<file path="src/core/pwmflt_pkg.sv">
package pwmflt_pkg;

	// Register byte offsets (one aligned 32-bit word each)
	localparam logic [3:0] OFS_GEN_CTRL = 4'h0;
	localparam logic [3:0] OFS_FAULT_CFG = 4'h4;
	localparam logic [3:0] OFS_OUT_CTRL = 4'h8;
	localparam logic [3:0] OFS_PRI_TB_CTRL = 4'hC;
	localparam int ADDR_W = 4;

	// generator_control_reg fields
	localparam int GC_FAULT_STATUS = 15;
	localparam int GC_CLIM_STATUS = 14;
	localparam int GC_TRIG_STATUS = 13;
	localparam int GC_FAULT_IRQ_EN = 12;
	localparam int GC_CLIM_IRQ_EN = 11;
	localparam int GC_TRIG_IRQ_EN = 10;
	localparam int GC_PWM_ENABLE = 0;

	// fault_limit_config_reg fields
	localparam int FC_SRC_LSB = 3;
	localparam int FC_SRC_W = 5;
	localparam int FC_POL = 2;
	localparam int FC_MODE_LSB = 0;
	localparam int FC_MODE_W = 2;

	// output_control_reg fields
	localparam int OC_FAULT_DATA_LSB = 4;
	localparam int OC_CLIM_DATA_LSB = 2;

	// primary_timebase_control_reg fields
	localparam int PT_SPECIAL_IRQ_EN = 11;

	localparam int FAULT_PINS = 8;
	localparam int MAP_W = 7;
	localparam logic [6:0] MAP_COMPARATOR1 = 7'h01;

	typedef enum logic [1:0] {
		PWMFLT_MODE_LATCHED = 2'h0,
		PWMFLT_MODE_CYCLE = 2'h1,
		PWMFLT_MODE_RSVD = 2'h2,
		PWMFLT_MODE_OFF = 2'h3
	} pwmflt_mode_t;

	// Safety-class fault comes up latched on the selected source
	localparam logic [1:0] RST_FAULT_MODE = 2'h0;
	localparam logic [4:0] RST_FAULT_SRC = 5'h00;

	typedef struct packed {
		logic [1:0] fault_override_values;
		logic [1:0] clim_override_values;
	} pwmflt_out_ctrl_t;

	typedef struct packed {
		logic [4:0] fault_source_select;
		logic fault_polarity;
		logic [1:0] fault_mode_select;
	} pwmflt_fault_cfg_t;

	typedef struct packed {
		logic high_side_output;
		logic low_side_output;
	} pwmflt_pair_t;

endpackage : pwmflt_pkg

</file>
<file path="src/core/pwmflt_gen.sv">
// Decided for this implementation: the placing of the registers and the Avalon-MM interface to the registers.
`timescale 1ns/1ns
// What this block does, and what software must do
// Generator IRQ ORs trigger, limit, fault
// Special-event IRQ gated by enable bit 11
// Trigger IRQ gated by enable bit 10
// ADC triggers always emitted on match
// Any enabled source raises generator flag
// Separate trigger, fault, limit status bits
// Five-bit fault source select, bits 7:3
// Fault IRQ enable bit 12, override-independent
// Polarity bit 2 makes input active-low
// Override values bits 5:4, zero immediate
// Selected fault also triggers ADC always
// Status shows latch or live level
// Latched exit: input gone, flag cleared
// Cleared early: hold until input released
// Clearing fault IRQ enable clears status
// Cycle mode: override values driven during fault
// Fault mode field at bits 1:0
// Reset enables fault in latched mode
// Software clears safety fault before enabling
// Map value 1 routes comparator 1
// Software clears flags, enables, then starts
// Fault pins readable while module enabled
// Fault override beats current-limit override
// Cycle mode clears itself each cycle
// Two-flop synchroniser; zero path bypasses
module pwmflt_gen #(
	parameter int NPINS = pwmflt_pkg::FAULT_PINS
) (
	input wire logic clk_sys_i,
	input wire logic nrst_i,
	input wire logic [pwmflt_pkg::ADDR_W-1:0] avs_address_i,
	input wire logic avs_read_i,
	input wire logic avs_write_i,
	input wire logic [31:0] avs_writedata_i,
	input wire logic [3:0] avs_byteenable_i,
	output logic [31:0] avs_readdata_o,
	output logic avs_waitrequest_o,
	output logic [1:0] avs_response_o,
	input wire logic [NPINS-1:0] fault_input_pin_i,
	input wire logic comparator1_output_i,
	input wire logic [pwmflt_pkg::MAP_W-1:0] fault1_input_map_i,
	input wire logic trigger_match_i,
	input wire logic special_event_match_i,
	input wire logic cycle_start_i,
	input wire logic clim_active_i,
	input wire logic clim_irq_req_i,
	input wire pwmflt_pkg::pwmflt_pair_t pwm_normal_i,
	input wire logic [1:0] deadtime_override_i,
	output pwmflt_pkg::pwmflt_pair_t pwm_out_o,
	output logic [1:0] deadtime_request_o,
	output logic gen_irq_o,
	output logic special_irq_o,
	output logic adc_trigger_o,
	output logic adc_special_trigger_o,
	output logic adc_fault_trigger_o,
	output logic [NPINS-1:0] fault_pin_levels_o
);

	typedef struct packed {
		logic [1:0] sync_ff;
		logic fault_latch;
		logic trig_latch;
		logic override_on;
		logic fault_irq_en;
		logic clim_irq_en;
		logic trig_irq_en;
		logic pwm_enable;
		logic special_irq_en;
		pwmflt_pkg::pwmflt_fault_cfg_t fcfg;
		pwmflt_pkg::pwmflt_out_ctrl_t octl;
		logic [31:0] rdata;
		logic ack;
		logic trig_pulse;
		logic special_pulse;
		logic special_irq;
		logic gen_irq;
		logic [NPINS-1:0] pins;
	} pwmflt_state_t;

	pwmflt_state_t s_q, s_d;

	function automatic logic [31:0] wmerge(input logic [31:0] old, input logic [31:0] nw,
		input logic [3:0] be);
		logic [31:0] r;
		r = old;
		for (int i = 0; i < 4; i++) begin
			if (be[i]) begin
				r[i*8 +: 8] = nw[i*8 +: 8];
			end
		end
		return r;
	endfunction : wmerge

	logic [NPINS-1:0] src_vec;
	logic raw_sel;
	logic fault_live;
	logic fault_sync;
	logic mode_latched;
	logic mode_cycle;
	logic fault_event;
	logic [31:0] gc_view;
	logic [31:0] fc_view;
	logic [31:0] oc_view;
	logic [31:0] pt_view;
	logic bus_req;
	logic [31:0] wm;

	// comparator routing
	always_comb begin
		src_vec = fault_input_pin_i;
		if (fault1_input_map_i == pwmflt_pkg::MAP_COMPARATOR1) begin
			src_vec[0] = comparator1_output_i;
		end
	end

	// source select
	always_comb begin
		raw_sel = 1'b0;
		if (s_q.fcfg.fault_source_select < 5'(NPINS)) begin
			raw_sel = src_vec[s_q.fcfg.fault_source_select[2:0]];
		end
	end

	// polarity
	assign fault_live = raw_sel ^ s_q.fcfg.fault_polarity;
	// synchronised copy
	assign fault_sync = s_q.sync_ff[1] ^ s_q.fcfg.fault_polarity;
	// mode decode
	assign mode_latched = s_q.fcfg.fault_mode_select == 2'(pwmflt_pkg::PWMFLT_MODE_LATCHED);
	assign mode_cycle = s_q.fcfg.fault_mode_select == 2'(pwmflt_pkg::PWMFLT_MODE_CYCLE);
	assign fault_event = fault_sync;

	// status bits; latch or live level
	always_comb begin
		gc_view = '0;
		gc_view[pwmflt_pkg::GC_FAULT_STATUS] = s_q.fault_irq_en ? s_q.fault_latch : fault_sync;
		gc_view[pwmflt_pkg::GC_CLIM_STATUS] = clim_active_i;
		gc_view[pwmflt_pkg::GC_TRIG_STATUS] = s_q.trig_latch;
		gc_view[pwmflt_pkg::GC_FAULT_IRQ_EN] = s_q.fault_irq_en;
		gc_view[pwmflt_pkg::GC_CLIM_IRQ_EN] = s_q.clim_irq_en;
		gc_view[pwmflt_pkg::GC_TRIG_IRQ_EN] = s_q.trig_irq_en;
		gc_view[pwmflt_pkg::GC_PWM_ENABLE] = s_q.pwm_enable;
		fc_view = '0;
		fc_view[pwmflt_pkg::FC_SRC_LSB +: pwmflt_pkg::FC_SRC_W] = s_q.fcfg.fault_source_select;
		fc_view[pwmflt_pkg::FC_POL] = s_q.fcfg.fault_polarity;
		fc_view[pwmflt_pkg::FC_MODE_LSB +: pwmflt_pkg::FC_MODE_W] = s_q.fcfg.fault_mode_select;
		oc_view = '0;
		oc_view[pwmflt_pkg::OC_FAULT_DATA_LSB +: 2] = s_q.octl.fault_override_values;
		oc_view[pwmflt_pkg::OC_CLIM_DATA_LSB +: 2] = s_q.octl.clim_override_values;
		pt_view = '0;
		pt_view[pwmflt_pkg::PT_SPECIAL_IRQ_EN] = s_q.special_irq_en;
	end

	assign bus_req = (avs_read_i | avs_write_i) & ~s_q.ack;

	always_comb begin
		s_d = s_q;
		wm = '0;
		s_d.ack = bus_req;
		s_d.sync_ff = {s_q.sync_ff[0], raw_sel};
		s_d.pins = fault_input_pin_i;
		// ADC pulses regardless of enables
		s_d.trig_pulse = trigger_match_i;
		s_d.special_pulse = special_event_match_i;
		if (bus_req && avs_read_i) begin
			unique case (avs_address_i)
				pwmflt_pkg::OFS_GEN_CTRL: s_d.rdata = gc_view;
				pwmflt_pkg::OFS_FAULT_CFG: s_d.rdata = fc_view;
				pwmflt_pkg::OFS_OUT_CTRL: s_d.rdata = oc_view;
				pwmflt_pkg::OFS_PRI_TB_CTRL: s_d.rdata = pt_view;
				default: s_d.rdata = '0;
			endcase
		end
		if (bus_req && avs_write_i) begin
			unique case (avs_address_i)
				pwmflt_pkg::OFS_GEN_CTRL: begin
					wm = wmerge(gc_view, avs_writedata_i, avs_byteenable_i);
					s_d.fault_irq_en = wm[pwmflt_pkg::GC_FAULT_IRQ_EN];
					s_d.clim_irq_en = wm[pwmflt_pkg::GC_CLIM_IRQ_EN];
					s_d.trig_irq_en = wm[pwmflt_pkg::GC_TRIG_IRQ_EN];
					s_d.pwm_enable = wm[pwmflt_pkg::GC_PWM_ENABLE];
					// disabling clears status latch
					if (!wm[pwmflt_pkg::GC_FAULT_IRQ_EN]) begin
						s_d.fault_latch = 1'b0;
					end
					if (!wm[pwmflt_pkg::GC_TRIG_IRQ_EN]) begin
						s_d.trig_latch = 1'b0;
					end
				end
				pwmflt_pkg::OFS_FAULT_CFG: begin
					wm = wmerge(fc_view, avs_writedata_i, avs_byteenable_i);
					s_d.fcfg.fault_source_select = wm[pwmflt_pkg::FC_SRC_LSB +: pwmflt_pkg::FC_SRC_W];
					s_d.fcfg.fault_polarity = wm[pwmflt_pkg::FC_POL];
					s_d.fcfg.fault_mode_select = wm[pwmflt_pkg::FC_MODE_LSB +: pwmflt_pkg::FC_MODE_W];
				end
				pwmflt_pkg::OFS_OUT_CTRL: begin
					wm = wmerge(oc_view, avs_writedata_i, avs_byteenable_i);
					s_d.octl.fault_override_values = wm[pwmflt_pkg::OC_FAULT_DATA_LSB +: 2];
					s_d.octl.clim_override_values = wm[pwmflt_pkg::OC_CLIM_DATA_LSB +: 2];
				end
				pwmflt_pkg::OFS_PRI_TB_CTRL: begin
					wm = wmerge(pt_view, avs_writedata_i, avs_byteenable_i);
					// special-event enable
					s_d.special_irq_en = wm[pwmflt_pkg::PT_SPECIAL_IRQ_EN];
				end
				default: begin
				end
			endcase
		end
		// latch set gated by enable only, clear wins over set
		if (fault_event && s_d.fault_irq_en) begin
			s_d.fault_latch = 1'b1;
		end
		// trigger request gated
		if (trigger_match_i && s_d.trig_irq_en) begin
			s_d.trig_latch = 1'b1;
		end
		// override entry and cycle-boundary exit
		if (fault_sync && (mode_latched || mode_cycle)) begin
			s_d.override_on = 1'b1;
		end else if (s_q.override_on && cycle_start_i) begin
			if (mode_cycle || !mode_latched) begin
				s_d.override_on = 1'b0;
			end else if (!s_q.fault_latch || !s_q.fault_irq_en) begin
				s_d.override_on = 1'b0;
			end
		end
		// one request per generator
		s_d.gen_irq = s_d.fault_latch | s_d.trig_latch | (clim_irq_req_i & s_d.clim_irq_en);
		s_d.special_irq = special_event_match_i & s_d.special_irq_en;
	end

	always_ff @(posedge clk_sys_i or negedge nrst_i) begin
		if (!nrst_i) begin
			s_q <= '0;
			// latched safety fault at reset
			s_q.fcfg.fault_mode_select <= pwmflt_pkg::RST_FAULT_MODE;
			s_q.fcfg.fault_source_select <= pwmflt_pkg::RST_FAULT_SRC;
		end else begin
			s_q <= s_d;
		end
	end

	// output override; zero values bypass synchroniser
	always_comb begin
		pwm_out_o = pwm_normal_i;
		deadtime_request_o = 2'h0;
		if (clim_active_i) begin
			pwm_out_o = s_q.octl.clim_override_values;
		end
		// both modes hold override values
		// Fault assignments come last so a fault beats the limit
		if (s_q.override_on || ((mode_latched || mode_cycle) && fault_live)) begin
			deadtime_request_o = s_q.octl.fault_override_values;
			pwm_out_o.high_side_output = s_q.octl.fault_override_values[1] & deadtime_override_i[1];
			pwm_out_o.low_side_output = s_q.octl.fault_override_values[0] & deadtime_override_i[0];
		end
	end

	assign avs_waitrequest_o = bus_req;
	assign avs_readdata_o = s_q.rdata;
	assign avs_response_o = 2'h0;
	assign gen_irq_o = s_q.gen_irq;
	assign special_irq_o = s_q.special_irq;
	assign adc_trigger_o = s_q.trig_pulse;
	assign adc_special_trigger_o = s_q.special_pulse;
	// ADC fault trigger always live
	assign adc_fault_trigger_o = fault_sync;
	// pin levels for polling
	assign fault_pin_levels_o = s_q.pins;

endmodule : pwmflt_gen

</file>
<file path="config.mk">
export PLATFORM = sky130hd
export DESIGN_NAME = pwmflt_gen
export DESIGN_NICKNAME = d
export VERILOG_FILES = /design/src/core/pwmflt_pkg.sv /design/src/core/pwmflt_gen.sv
export SDC_FILE = /design/constraint.sdc
export NUM_CORES = 1
export LEC_CHECK = 0
export BUFFER_PORTS_ARGS = -buffer_cell sky130_fd_sc_hd__buf_2
export CAP_MARGIN = 20
export CORE_MARGIN = 8
export CORE_UTILIZATION = 35
export DETAILED_ROUTE_END_ITERATION = 10
export PLACE_DENSITY = 0.69
export SLEW_MARGIN = 25
export SYNTH_ARGS = -nofsm -noshare
export SYNTH_HDL_FRONTEND = slang
export SYNTH_SLANG_ARGS = --single-unit
</file>
<file path="constraint.sdc">
create_clock -name clk_sys_i -period 3.2 [get_ports clk_sys_i]
set_clock_uncertainty 0.1 [all_clocks]
set_input_delay 0.64 -clock clk_sys_i [delete_from_list [all_inputs] [get_ports clk_sys_i]]
set_output_delay 0.64 -clock clk_sys_i [all_outputs]
set_load 0.02 [all_outputs]
</file>
==> results.md, run 1 <==
| Quantity | This run | Unit |
|---|---|---|
| Run status | finished, final reports clean | - |
| Chip height | 98.48 | um |
| Met1 Resource Use GR | 13.66 | % |
| Cell area after placement | 2610 | um2 |
| Antenna viol nets, final | 0 | - |
| Power Total | 1.481 | mW |
| Data arrival, critical path | 2.32 | ns |
| Overflow left after global routing | 0 | - |
| Setup repair after global routing missed its margin | no | - |
| Final number of max-transition violations | 0 | - |
| Total of max-cap violations | 0 | - |
| Cell Area, Synth | 2381 | um2 |
| Reg2Reg Capture Point | avs_readdata_o[10]$_DFFE_PN0P_ | - |
| Count of cells along the worst register-to-register path | 4 | - |
| Master of the slowest instance on the critical path | sky130_fd_sc_hd__or4_4 | - |
| Peak clock frequency supported by timing | 327.2 | MHz |
| Seq cells post-synth | 49 | - |
| Pin count of the biggest net entering global routing | 50 | - |
| Worst-skew pair later-pin latency | 0.30 | ns |
| Number of vias in the routed layout | 1,587 | - |
| Top FF cell, synth | sky130_fd_sc_hd__dfrtp_1 | - |
| First-pass iteration count of the detailed router | 3 | - |
| Final Hold Vio Count | 0 | - |
| TritonCTS clock tree | yes | - |
| Number of cells on the critical path | 8 | - |
| Port Buffers | 77 | - |
| GRT Total Usage | 11.08 | % |
| Fraction of synthesis flops using an asynchronous set or reset pin | 100.0 | % |
| Violation count after the first detailed-routing iteration | 110 | - |
| CTS Buffer Depth | 2 | - |
| PwrDens | 547.3 | nW/um2 |
| Classification of the worst-slack hold path | input pin to async pin | - |
| Core Area | 6681 | um2 |
| Sinks on the clock net | 49 | - |
| Critical Setup Path Class | input pin to output port | - |
| Number of distinct library cells after synthesis | 39 | - |
| Number of antenna violations at the first check in global routing | 0 | - |
| Met2 usage | 17.37 | % |
| Period Utilization, post-route | 95.51 | % |
| Diodes inserted | 0 | - |
| Site Rows | 30 | - |
| Beginning of the worst register-to-register path | s_q[12]$_DFF_PN0_ | - |
| Most crowded layer after global routing | met2 | - |
| Setup crit start kind | input pin | - |
| Number of synthesized flops with an enable pin | 0 | - |
| Transition time at the pin with the least slew margin | 0.6008 | ns |
| Worst-path fanout max | 4 | - |
| Via count of the first global-routing pass | 1,707 | - |
| Cell repeated most along the worst path | sky130_fd_sc_hd__buf_2 | - |
| Met3 Usage GRT | 3.242 | % |
| Wire length per cell | 15.40 | um |
| Clock transition at the registers of the reported paths | 0.09 | ns |
| Sequential fraction of the synthesis area | 51.50 | % |
| Final instance count without filler cells | 340 | - |
| Mean Syn Cell Area | 11.85 | um2 |
| Residual DRC | 0 | - |
| Number of buffers added by the clock tree synthesis step | 5 | - |
| Kind of cell with the highest combined delay on the critical path | simple AND/OR/NAND/NOR gates | - |
| Post-synthesis to final-layout area growth | 13.61 | % |
| Last weighted congestion value of the routability-driven placer | 0.7944 | - |
| Worst stage delay on the critical path | 0.50 | ns |
| Leading cell type in the layout, fill and taps excluded | sky130_fd_sc_hd__buf_2 | - |
| Post-route minimum period | 3.056 | ns |
| Maximum vdd ir drop | 0.1558 | mV |
| Die width | 98.48 | um |
| Final #Nets | 328 | - |
| Post-synthesis instance total | 201 | - |
| Sort of element at the end of the critical path | output port | - |
| Number of endpoints failing setup at the final stage | 0 | - |
| Post-placement cell count | 332 | - |
| Floorplan die area | 9698 | um2 |
| Internal reg-to-reg setup slack | 1.13 | ns |
| Cell at the root of the clock tree | sky130_fd_sc_hd__clkbuf_8 | - |
| Per-cell via count in the routed design | 4.668 | - |
| Total leakage power | 1.392 | nW |
| Data required time of the worst path | 2.46 | ns |
| Final-layout setup total negative slack | 0 | ns |
| Number of buffers added to fix hold violations after cts | 0 | - |
| Final non-filler cell area | 2705 | um2 |
| Critical Path, Cell by Cell | buf_2, nor4_4, a311o_2, nand3_2, or4_4, nand4b_4, mux2i_1, buf_2 | - |
| Worst slew margin relative to its limit | 59.95 | % |
| Wire length of the first global-routing pass | 8521 | um |
| Buffers & Inverters on Critical Path | 2 | - |
| Starting Density | 35.64 | % |
| Total wire length after detailed routing | 5235 | um |
| Warning count from the yosys run | 0 | - |
| Boundary Pins | 121 | - |
| DP Wirelength | 4234 | um |
| Fraction of final layout cells with drive strength greater than 1 | 43.46 | % |
| Top library cells by usage in the layout, fill and taps aside | 76 x sky130_fd_sc_hd__buf_2, 49 x sky130_fd_sc_hd__dfrtp_1, 20 x sky130_fd_sc_hd__conb_1 | - |
| CTS H-tree depth | 2 | - |
==> metrics by stage <==
stage               setup WS (ns)  utilization [%]  hold slack [ns]
floorplan                  0.2138                -           0.2312
global placement           0.1039            39.03           0.2361
detailed placement        0.08080            39.06           0.2387
CTS                       0.07591            40.36           0.2579
global route              0.02146            40.49           0.2732
finish                     0.1436            40.49           0.2290
==> power breakdown <==
group | internal (mW) | total (mW) | switching, mW | leakage, nW
combinational | 0.153 | 0.363 | 0.210 | 0.717
clock | 0.156 | 0.360 | 0.204 | 0.0456
sequential | 0.695 | 0.757 | 0.0618 | 0.630
==> area by class of cell <==
type | instances | area [um2]
clock buffer | 6 | 72.57
clock inverter | 2 | 13.76
fill | 656 | 3976
inverter | 6 | 22.52
multi-input combinational | 120 | 882.1
sequential | 49 | 1226
tap | 80 | 100.1
timing repair buffer | 77 | 387.9
==> what timing repair did <==
item                                    in CTS  in global routing
endpoints found under the hold margin        0                  0
buffers inserted                             0                  0
resized for setup                            0                  1
endpoints found under the setup margin       0                  2
==> worst register-to-register path: stages (launching register included) <==
cell and delay (ns):
sky130_fd_sc_hd__dfrtp_1 0.42, sky130_fd_sc_hd__nand2b_1 0.40, sky130_fd_sc_hd__or3_1 0.57, sky130_fd_sc_hd__nor3_2 0.33, sky130_fd_sc_hd__a22o_1 0.19
==> registers in the layout, summed over array words and instances, names as in the netlist <==
name                   flops
adc_trigger_o              1
pt_view                    1
fault_pin_levels_o         8
avs_readdata_o            14
s_q                        4
fc_view                    8
s_d                        1
special_irq_o              1
adc_special_trigger_o      1
gen_irq_o                  1
oc_view                    4
gc_view                    5
==> how the worst max path moves through the flow <==
stage / slack, ns / from / end
2_1_floorplan: 0.21 / fault1_input_map_i[2] / pwm_out_o[0]
3_3_place_gp: 0.10 / fault1_input_map_i[2] / pwm_out_o[1]
3_5_place_dp: 0.08 / fault1_input_map_i[2] / pwm_out_o[0]
4_1_cts: 0.08 / fault1_input_map_i[2] / pwm_out_o[0]
5_1_grt: 0.02 / fault1_input_map_i[2] / pwm_out_o[0]
6_report: 0.14 / fault1_input_map_i[2] / pwm_out_o[1]
==> per-layer routing <==
layer	vias to the layer above	part of all wire (%)
met5	-	0
met2	58	46
met1	761	45
li1	763	-
met4	0	1.8
met3	5	7.3
==> synthesized netlist by cell type, types with 2 or more instances <==
cell,number,area share (%)
sky130_fd_sc_hd__buf_4,43,14
sky130_fd_sc_hd__nand2_1,10,1.6
sky130_fd_sc_hd__a22oi_1,5,1.6
sky130_fd_sc_hd__dfrtp_1,49,51
sky130_fd_sc_hd__clkbuf_1,2,0.32
sky130_fd_sc_hd__a31oi_1,2,0.53
sky130_fd_sc_hd__nor2_1,7,1.1
sky130_fd_sc_hd__nand3_1,2,0.42
sky130_fd_sc_hd__nand2b_1,2,0.53
sky130_fd_sc_hd__mux2i_1,6,2.5
sky130_fd_sc_hd__nor2b_1,3,0.79
sky130_fd_sc_hd__and2_1,4,1.1
sky130_fd_sc_hd__a21oi_1,5,1.1
sky130_fd_sc_hd__o22ai_1,2,0.53
sky130_fd_sc_hd__nand4_1,2,0.53
sky130_fd_sc_hd__mux2_2,17,8.0
sky130_fd_sc_hd__o21ai_0,6,1.3
sky130_fd_sc_hd__inv_1,6,0.95
sky130_fd_sc_hd__a22o_1,8,2.9
==> logic make-up after synthesis <==
logic type	after synthesis	synth area share, %
compound gates	33	9.774
mux	25	12.14
simple gates	41	11.25
buf+inv	51	14.82
other cells	1	0.1575
flops	49	51.50
xor+xnor	1	0.3679
No activity file was read; power rests on OpenSTA's default activity.
==> run 2, diff against run 1 <==
Settings changed: CORE_ASPECT_RATIO set to 0.5, PLACE_DENSITY 0.69 to not set, PLACE_DENSITY_LB_ADDON set to 0.05.
==> results.md, run 2 (synthesis gave the netlist of run 1 again) <==
| Quantity | This run | Unit | Delta |
|---|---|---|---|
| GRT Total Usage | 11.54 | % | +0.46 points |
| Violation count after the first detailed-routing iteration | 33 | - | -70% |
| DP Wirelength | 4460 | um | +5.3% |
| Cell internal pwr | 1.159 | mW | +15% |
| Switching power of the nets | 0.4915 | mW | +3.2% |
| Hold path startpoint | s_d[66]$_DFF_PN0_ | - |  |
| Via count of the first global-routing pass | 1,769 | - | +3.6% |
| Final number of max-transition violations | 0 | - | unchanged |
| CTS H-tree depth | 2 | - | unchanged |
| Peak clock frequency supported by timing | 324.0 | MHz | -0.97% |
| Die width | 132.6 | um | +35% |
| Last weighted congestion value of the routability-driven placer | 0.7079 | - | -11% |
| Sinks on the clock net | 49 | - | unchanged |
| Final #Nets | 330 | - | +0.61% |
| Wire length per cell | 15.45 | um | +0.36% |
| Count of cells along the worst register-to-register path | 4 | - | unchanged |
| Floorplan die area | 9858 | um2 | +1.6% |
| Core Area | 6621 | um2 | -0.90% |
| Residual DRC | 0 | - | unchanged |
| Clock transition at the registers of the reported paths | 0.06 | ns | -0.03 ns |
| Number of endpoints failing setup at the final stage | 0 | - | unchanged |
| Worst-path fanout max | 4 | - | unchanged |
| Number of vias in the routed layout | 1,586 | - | -0.063% |
| Hold-critical path endpoint | s_q[66]$_DFF_PN0_ | - |  |
| Number of buffers added to fix hold violations after cts | 0 | - | unchanged |
| Combinational Power Share | 22.2 | % | -2.3 points |
| Setup crit start kind | input pin | - |  |
| Overflow left after global routing | 0 | - | unchanged |
| Worst slew margin relative to its limit | 53.04 | % | -6.9 points |
| Clock share of power | 31.7 | % | +7.4 points |
| Leading cell type in the layout, fill and taps excluded | sky130_fd_sc_hd__buf_2 | - |  |
| Transition time at the pin with the least slew margin | 0.7044 | ns | +0.1036 ns |
| Number of buffers added by the clock tree synthesis step | 5 | - | unchanged |
| Internal reg-to-reg setup slack | 1.11 | ns | -0.02 ns |
| # fillers | 664 | - | +1.2% |
| Total leakage power | 1.425 | nW | +2.3% |
| Reg2Reg Capture Point | avs_readdata_o[14]$_DFFE_PN0P_ | - |  |
| Data required time of the worst path | 2.46 | ns | about the same |
| Hold Crit Depth | 0 | - |  |
| Period Utilization, post-route | 96.44 | % | +0.93 points |
| Per-cell via count in the routed design | 4.493 | - | -3.7% |
| PwrDens | 590.5 | nW/um2 | +7.9% |
| Boundary Pins | 121 | - | unchanged |
| Pin count of the biggest net entering global routing | 32 | - | -36% |
| Flip-flop count of the largest register, all copies and words added | 14 | - | unchanged |
| Data arrival, critical path | 2.35 | ns | +0.03 ns |
| Sort of element at the end of the critical path | output port | - |  |
| Post-synthesis to final-layout area growth | 17.39 | % |  |
| Critical Setup Path Class | input pin to output port | - |  |
| Pre-CTS setup slack | 0.06834 | ns | -0.01246 ns |
| Antenna viol nets, final | 0 | - | unchanged |
| Fraction of final layout cells with drive strength greater than 1 | 44.06 | % | +0.60 points |
| Classification of the worst-slack hold path | flip-flop to flip-flop | - |  |
| Maximum vdd ir drop | 0.1831 | mV | +18% |
| Wire length of the first global-routing pass | 8845 | um | +3.8% |
| Final worst-path setup slack | 0.1138 | ns | -0.02979 ns |
| Run status | finished, final reports clean | - |  |
| Cell at the root of the clock tree | sky130_fd_sc_hd__clkbuf_16 | - |  |
| Final Hold Vio Count | 0 | - | unchanged |
| Chip height | 74.32 | um | -25% |
| Top library cells by usage in the layout, fill and taps aside | 76 x sky130_fd_sc_hd__buf_2, 49 x sky130_fd_sc_hd__dfrtp_1, 20 x sky130_fd_sc_hd__conb_1 | - |  |
| Final instance count without filler cells | 353 | - | +3.8% |
| Final-layout setup total negative slack | 0 | ns | unchanged |
| Total of max-cap violations | 0 | - | unchanged |
| Setup repair after global routing missed its margin | no | - |  |
| Worst-skew pair later-pin latency | 0.29 | ns | about the same |
| Total wire length after detailed routing | 5455 | um | +4.2% |
| CTS Buffer Depth | 2 | - | unchanged |
| Number of antenna violations at the first check in global routing | 0 | - | unchanged |
| Switching fraction of total power | 29.78 | % | -2.4 points |
| Post-placement cell count | 346 | - | +4.2% |
| Post-route minimum period | 3.086 | ns | +0.02979 ns |
| Site Rows | 21 | - | -30% |
| Beginning of the worst register-to-register path | s_q[12]$_DFF_PN0_ | - |  |
| Diodes inserted | 0 | - | unchanged |
| First-pass iteration count of the detailed router | 4 | - | +1 |
| Starting Density | 35.96 | % | +0.32 points |
| TritonCTS clock tree | yes | - |  |
| Portion of total power attributed to sequential cells | 46.1 | % | -5.0 points |
| Port Buffers | 77 | - | unchanged |
-- run 2: per-stage QoR --
step                      util (%)  power, mW  hold WS (ns)  instance area [um2]
after global placement       39.83      1.136        0.2344                 2638
after detailed placement     39.83      1.143        0.2411                 2638
after CTS                    42.04      1.675        0.2513                 2784
after floorplan                  -      1.035        0.2312                 2452
final                        42.21      1.651        0.2476                 2795
after global routing         42.21      1.747        0.2651                 2795
-- run 2: worst max-delay path by stage --
| stage | startpoint | end | slack, ns |
|---|---|---|---|
| after floorplan | fault1_input_map_i[2] | pwm_out_o[0] | 0.21 |
| after global placement | fault1_input_map_i[2] | pwm_out_o[1] | 0.10 |
| after detailed placement | fault1_input_map_i[2] | pwm_out_o[1] | 0.07 |
| after CTS | fault1_input_map_i[2] | pwm_out_o[1] | 0.06 |
| after global routing | fault1_input_map_i[2] | pwm_out_o[0] | 0.008 |
| final | fault1_input_map_i[2] | pwm_out_o[1] | 0.11 |
-- run 2: metal layers --
metal / track usage (%) / routed length [um]
met3: 5.054 / 450
met5: 0 / 0
met4: 4.489 / 73
met2: 17.93 / 2404
met1: 14.02 / 2527
-- run 2: layout make-up --
cell class                 count  area [um2]  area share, %
multi-input combinational    120       882.1          31.56
sequential                    49        1226          43.87
clock buffer                   6       138.9          4.969
inverter                       6       22.52         0.8057
clock inverter                 1       7.507         0.2686
tap                           92       115.1          4.118
timing repair buffer          79       402.9          14.41
-- run 2: power groups by stage --
stage	clock network [mW]	logic (mW)	registers, mW
global route	0.563	0.410	0.774
finish	0.524	0.366	0.761
floorplan	0	0.280	0.755
CTS	0.542	0.370	0.764
detailed placement	0	0.368	0.775
global placement	0	0.364	0.772
-- run 2: worst max-delay path, cell delays in order --
cell and delay [ns]:
sky130_fd_sc_hd__buf_2 0.11, sky130_fd_sc_hd__nor4_4 0.28, sky130_fd_sc_hd__a311o_2 0.21, sky130_fd_sc_hd__nand3_2 0.09
sky130_fd_sc_hd__or4_4 0.50, sky130_fd_sc_hd__nand4b_4 0.14, sky130_fd_sc_hd__mux2i_1 0.18, sky130_fd_sc_hd__buf_2 0.18
-- run 2: what timing repair did --
| item | 4_1_cts | 5_1_grt |
|---|---|---|
| setup endpoints to repair | 0 | 2 |
| gates resized for setup | 0 | 2 |
| buffers inserted | 0 | 0 |
==> run 3, diff against run 2 <==
Settings changed: CORE_ASPECT_RATIO 0.5 to 0.6.
==> results.md, run 3 (synthesis gave the netlist of run 1 again) <==
| Quantity | This run | Unit | Delta |
|---|---|---|---|
| Final-layout setup total negative slack | 0 | ns | unchanged |
| Pin count of the biggest net entering global routing | 31 | - | -3.1% |
| Boundary Pins | 121 | - | unchanged |
| Master of the slowest instance on the critical path | sky130_fd_sc_hd__or4_4 | - |  |
| Post-route minimum period | 3.086 | ns | -0.0001050 ns |
| Floorplan die area | 9785 | um2 | -0.74% |
| Worst-skew pair later-pin latency | 0.29 | ns | about the same |
| Worst slew margin relative to its limit | 62.74 | % | +9.7 points |
| Cell at the root of the clock tree | sky130_fd_sc_hd__clkbuf_16 | - |  |
| Port Buffers | 77 | - | unchanged |
| PwrDens | 613.7 | nW/um2 | +3.9% |
| Die width | 122.5 | um | -7.7% |
| Beginning of the worst register-to-register path | s_q[12]$_DFF_PN0_ | - |  |
| Sort of element at the end of the critical path | output port | - |  |
| Critical Path, Cell by Cell | buf_2, nor4_4, a311o_2, nand3_2, or4_4, nand4b_4, mux2i_1, buf_4 | - |  |
| Residual DRC | 0 | - | unchanged |
| Chip height | 79.89 | um | +7.5% |
| Fraction of final layout cells with drive strength greater than 1 | 43.85 | % | -0.22 points |
| Number of buffers added by the clock tree synthesis step | 5 | - | unchanged |
| Flip-flop count of the largest register, all copies and words added | 14 | - | unchanged |
| Reg2Reg Capture Point | avs_readdata_o[13]$_DFFE_PN0P_ | - |  |
| Total of max-cap violations | 0 | - | unchanged |
| Last weighted congestion value of the routability-driven placer | 0.7117 | - | +0.54% |
| Cell area after placement | 2624 | um2 | -0.52% |
| Number of endpoints failing setup at the final stage | 0 | - | unchanged |
| Total leakage power | 1.431 | nW | +0.41% |
| Period Utilization, post-route | 96.44 | % | about the same |
| Post-placement cell count | 340 | - | -1.7% |
| Final instance count without filler cells | 347 | - | -1.7% |
| Antenna viol nets, final | 0 | - | unchanged |
| Final non-filler cell area | 2795 | um2 | unchanged |
| Worst-path fanout max | 4 | - | unchanged |
| Data required time of the worst path | 2.46 | ns | about the same |
| Post-CTS Repair Setup Buffers | 0 | - | unchanged |
| CTS H-tree depth | 2 | - | unchanged |
| Violation count after the first detailed-routing iteration | 81 | - | +150% |
| Count of cells along the worst register-to-register path | 4 | - | unchanged |
| Setup crit start kind | input pin | - |  |
| Overflow left after global routing | 0 | - | unchanged |
| Critical Setup Path Class | input pin to output port | - |  |
| GRT Total Usage | 11.88 | % | +0.34 points |
| First-pass iteration count of the detailed router | 4 | - | unchanged |
| Diodes inserted | 0 | - | unchanged |
| Setup repair after global routing missed its margin | no | - |  |
| Count of instances resized after the clock tree is built | 0 | - | unchanged |
| Final number of max-transition violations | 0 | - | unchanged |
| Worst hold slack after final layout | 0.1931 | ns | -0.05454 ns |
| Core Area | 6619 | um2 | about the same |
| Run status | finished, final reports clean | - |  |
| Pre-CTS setup slack | 0.06894 | ns | +0.0006031 ns |
| Classification of the worst-slack hold path | input pin to async pin | - |  |
| Number of buffers added to fix hold violations after cts | 0 | - | unchanged |
| Final Hold Vio Count | 0 | - | unchanged |
| Wire length of the first global-routing pass | 8956 | um | +1.3% |
| Number of antenna violations at the first check in global routing | 0 | - | unchanged |
| Starting Density | 35.97 | % | about the same |
| Sinks on the clock net | 49 | - | unchanged |
| Post-synthesis to final-layout area growth | 17.39 | % | unchanged |
| Final worst-path setup slack | 0.1139 | ns | +0.0001050 ns |
| Internal reg-to-reg setup slack | 1.15 | ns | +0.04 ns |
| Maximum vdd ir drop | 0.2042 | mV | +12% |
| Site Rows | 23 | - | +9.5% |
| Top library cells by usage in the layout, fill and taps aside | 76 x sky130_fd_sc_hd__buf_2, 49 x sky130_fd_sc_hd__dfrtp_1, 20 x sky130_fd_sc_hd__conb_1 | - |  |
| Utilization after layout | 42.23 | % | about the same |
| Wire length per cell | 16.41 | um | +6.2% |
| Clock transition at the registers of the reported paths | 0.06 | ns | about the same |
| Peak clock frequency supported by timing | 324.0 | MHz | about the same |
| Worst stage delay on the critical path | 0.51 | ns | about the same |
| TritonCTS clock tree | yes | - |  |
| Leading cell type in the layout, fill and taps excluded | sky130_fd_sc_hd__buf_2 | - |  |
| CTS Buffer Depth | 2 | - | unchanged |
| Number of vias in the routed layout | 1,592 | - | +0.38% |
| Final #Nets | 329 | - | -0.30% |
| DP Wirelength | 4621 | um | +3.6% |
| Via count of the first global-routing pass | 1,697 | - | -4.1% |
| Total wire length after detailed routing | 5695 | um | +4.4% |
| Transition time at the pin with the least slew margin | 0.5590 | ns | -0.1454 ns |
| Power Total | 1.715 | mW | +3.9% |
| Data arrival, critical path | 2.35 | ns | about the same |
| Per-cell via count in the routed design | 4.588 | - | +2.1% |
[run 3: changes by cell type in the layout (fill, tap and decap cells not counted), sizes merged]
cell / before / now
clkinvlp: 1 / 0
buf: 79 / 78
clkinv: 0 / 1
bufinv: 0 / 1
clkbuf: 6 / 5
[run 3: metal layers]
layer	routed length [um]	vias up	part of all wire (%)	track usage [%]
li1	-	768	-	-
met2	2284	53	40	16.19
met4	59	0	1.0	3.990
met3	377	5	6.6	3.390
met1	2974	766	52	17.34
met5	0	-	0	0
[run 3: critical path: cells and delay by family]
| kind | cells | cell delay, ns |
|---|---|---|
| multiplexers | 1 | 0.20 |
| AND/OR/NAND/NOR | 4 | 1.01 |
| buffers and inverters | 2 | 0.28 |
| AO/OA/AOI/OAI | 1 | 0.21 |
[run 3: cell type report]
class | count | area, um2
Clock buffer | 5 | 125.1
Clock inverter | 2 | 35.03
Sequential cell | 49 | 1226
Fill cell | 671 | 3824
Inverter | 6 | 22.52
Timing Repair Buffer | 78 | 395.4
Tap cell | 87 | 108.9
Multi-Input combinational cell | 120 | 882.1
[run 3: worst max path at each step]
stage / startpoint / end / slack, ns
2_1_floorplan: fault1_input_map_i[2] / pwm_out_o[0] / 0.21
3_3_place_gp: fault1_input_map_i[2] / pwm_out_o[1] / 0.09
3_5_place_dp: fault1_input_map_i[2] / pwm_out_o[1] / 0.07
4_1_cts: fault1_input_map_i[2] / pwm_out_o[1] / 0.07
5_1_grt: fault1_input_map_i[2] / pwm_out_o[1] / 0.02
6_report: fault1_input_map_i[2] / pwm_out_o[1] / 0.11
[run 3: where the power goes]
group	total (mW)	internal, mW	leakage [nW]	switching, mW
Combinational	0.372	0.155	0.721	0.217
Clock	0.583	0.363	0.0797	0.220
Sequential	0.760	0.696	0.630	0.0639
Total	1.72	1.21	1.43	0.501
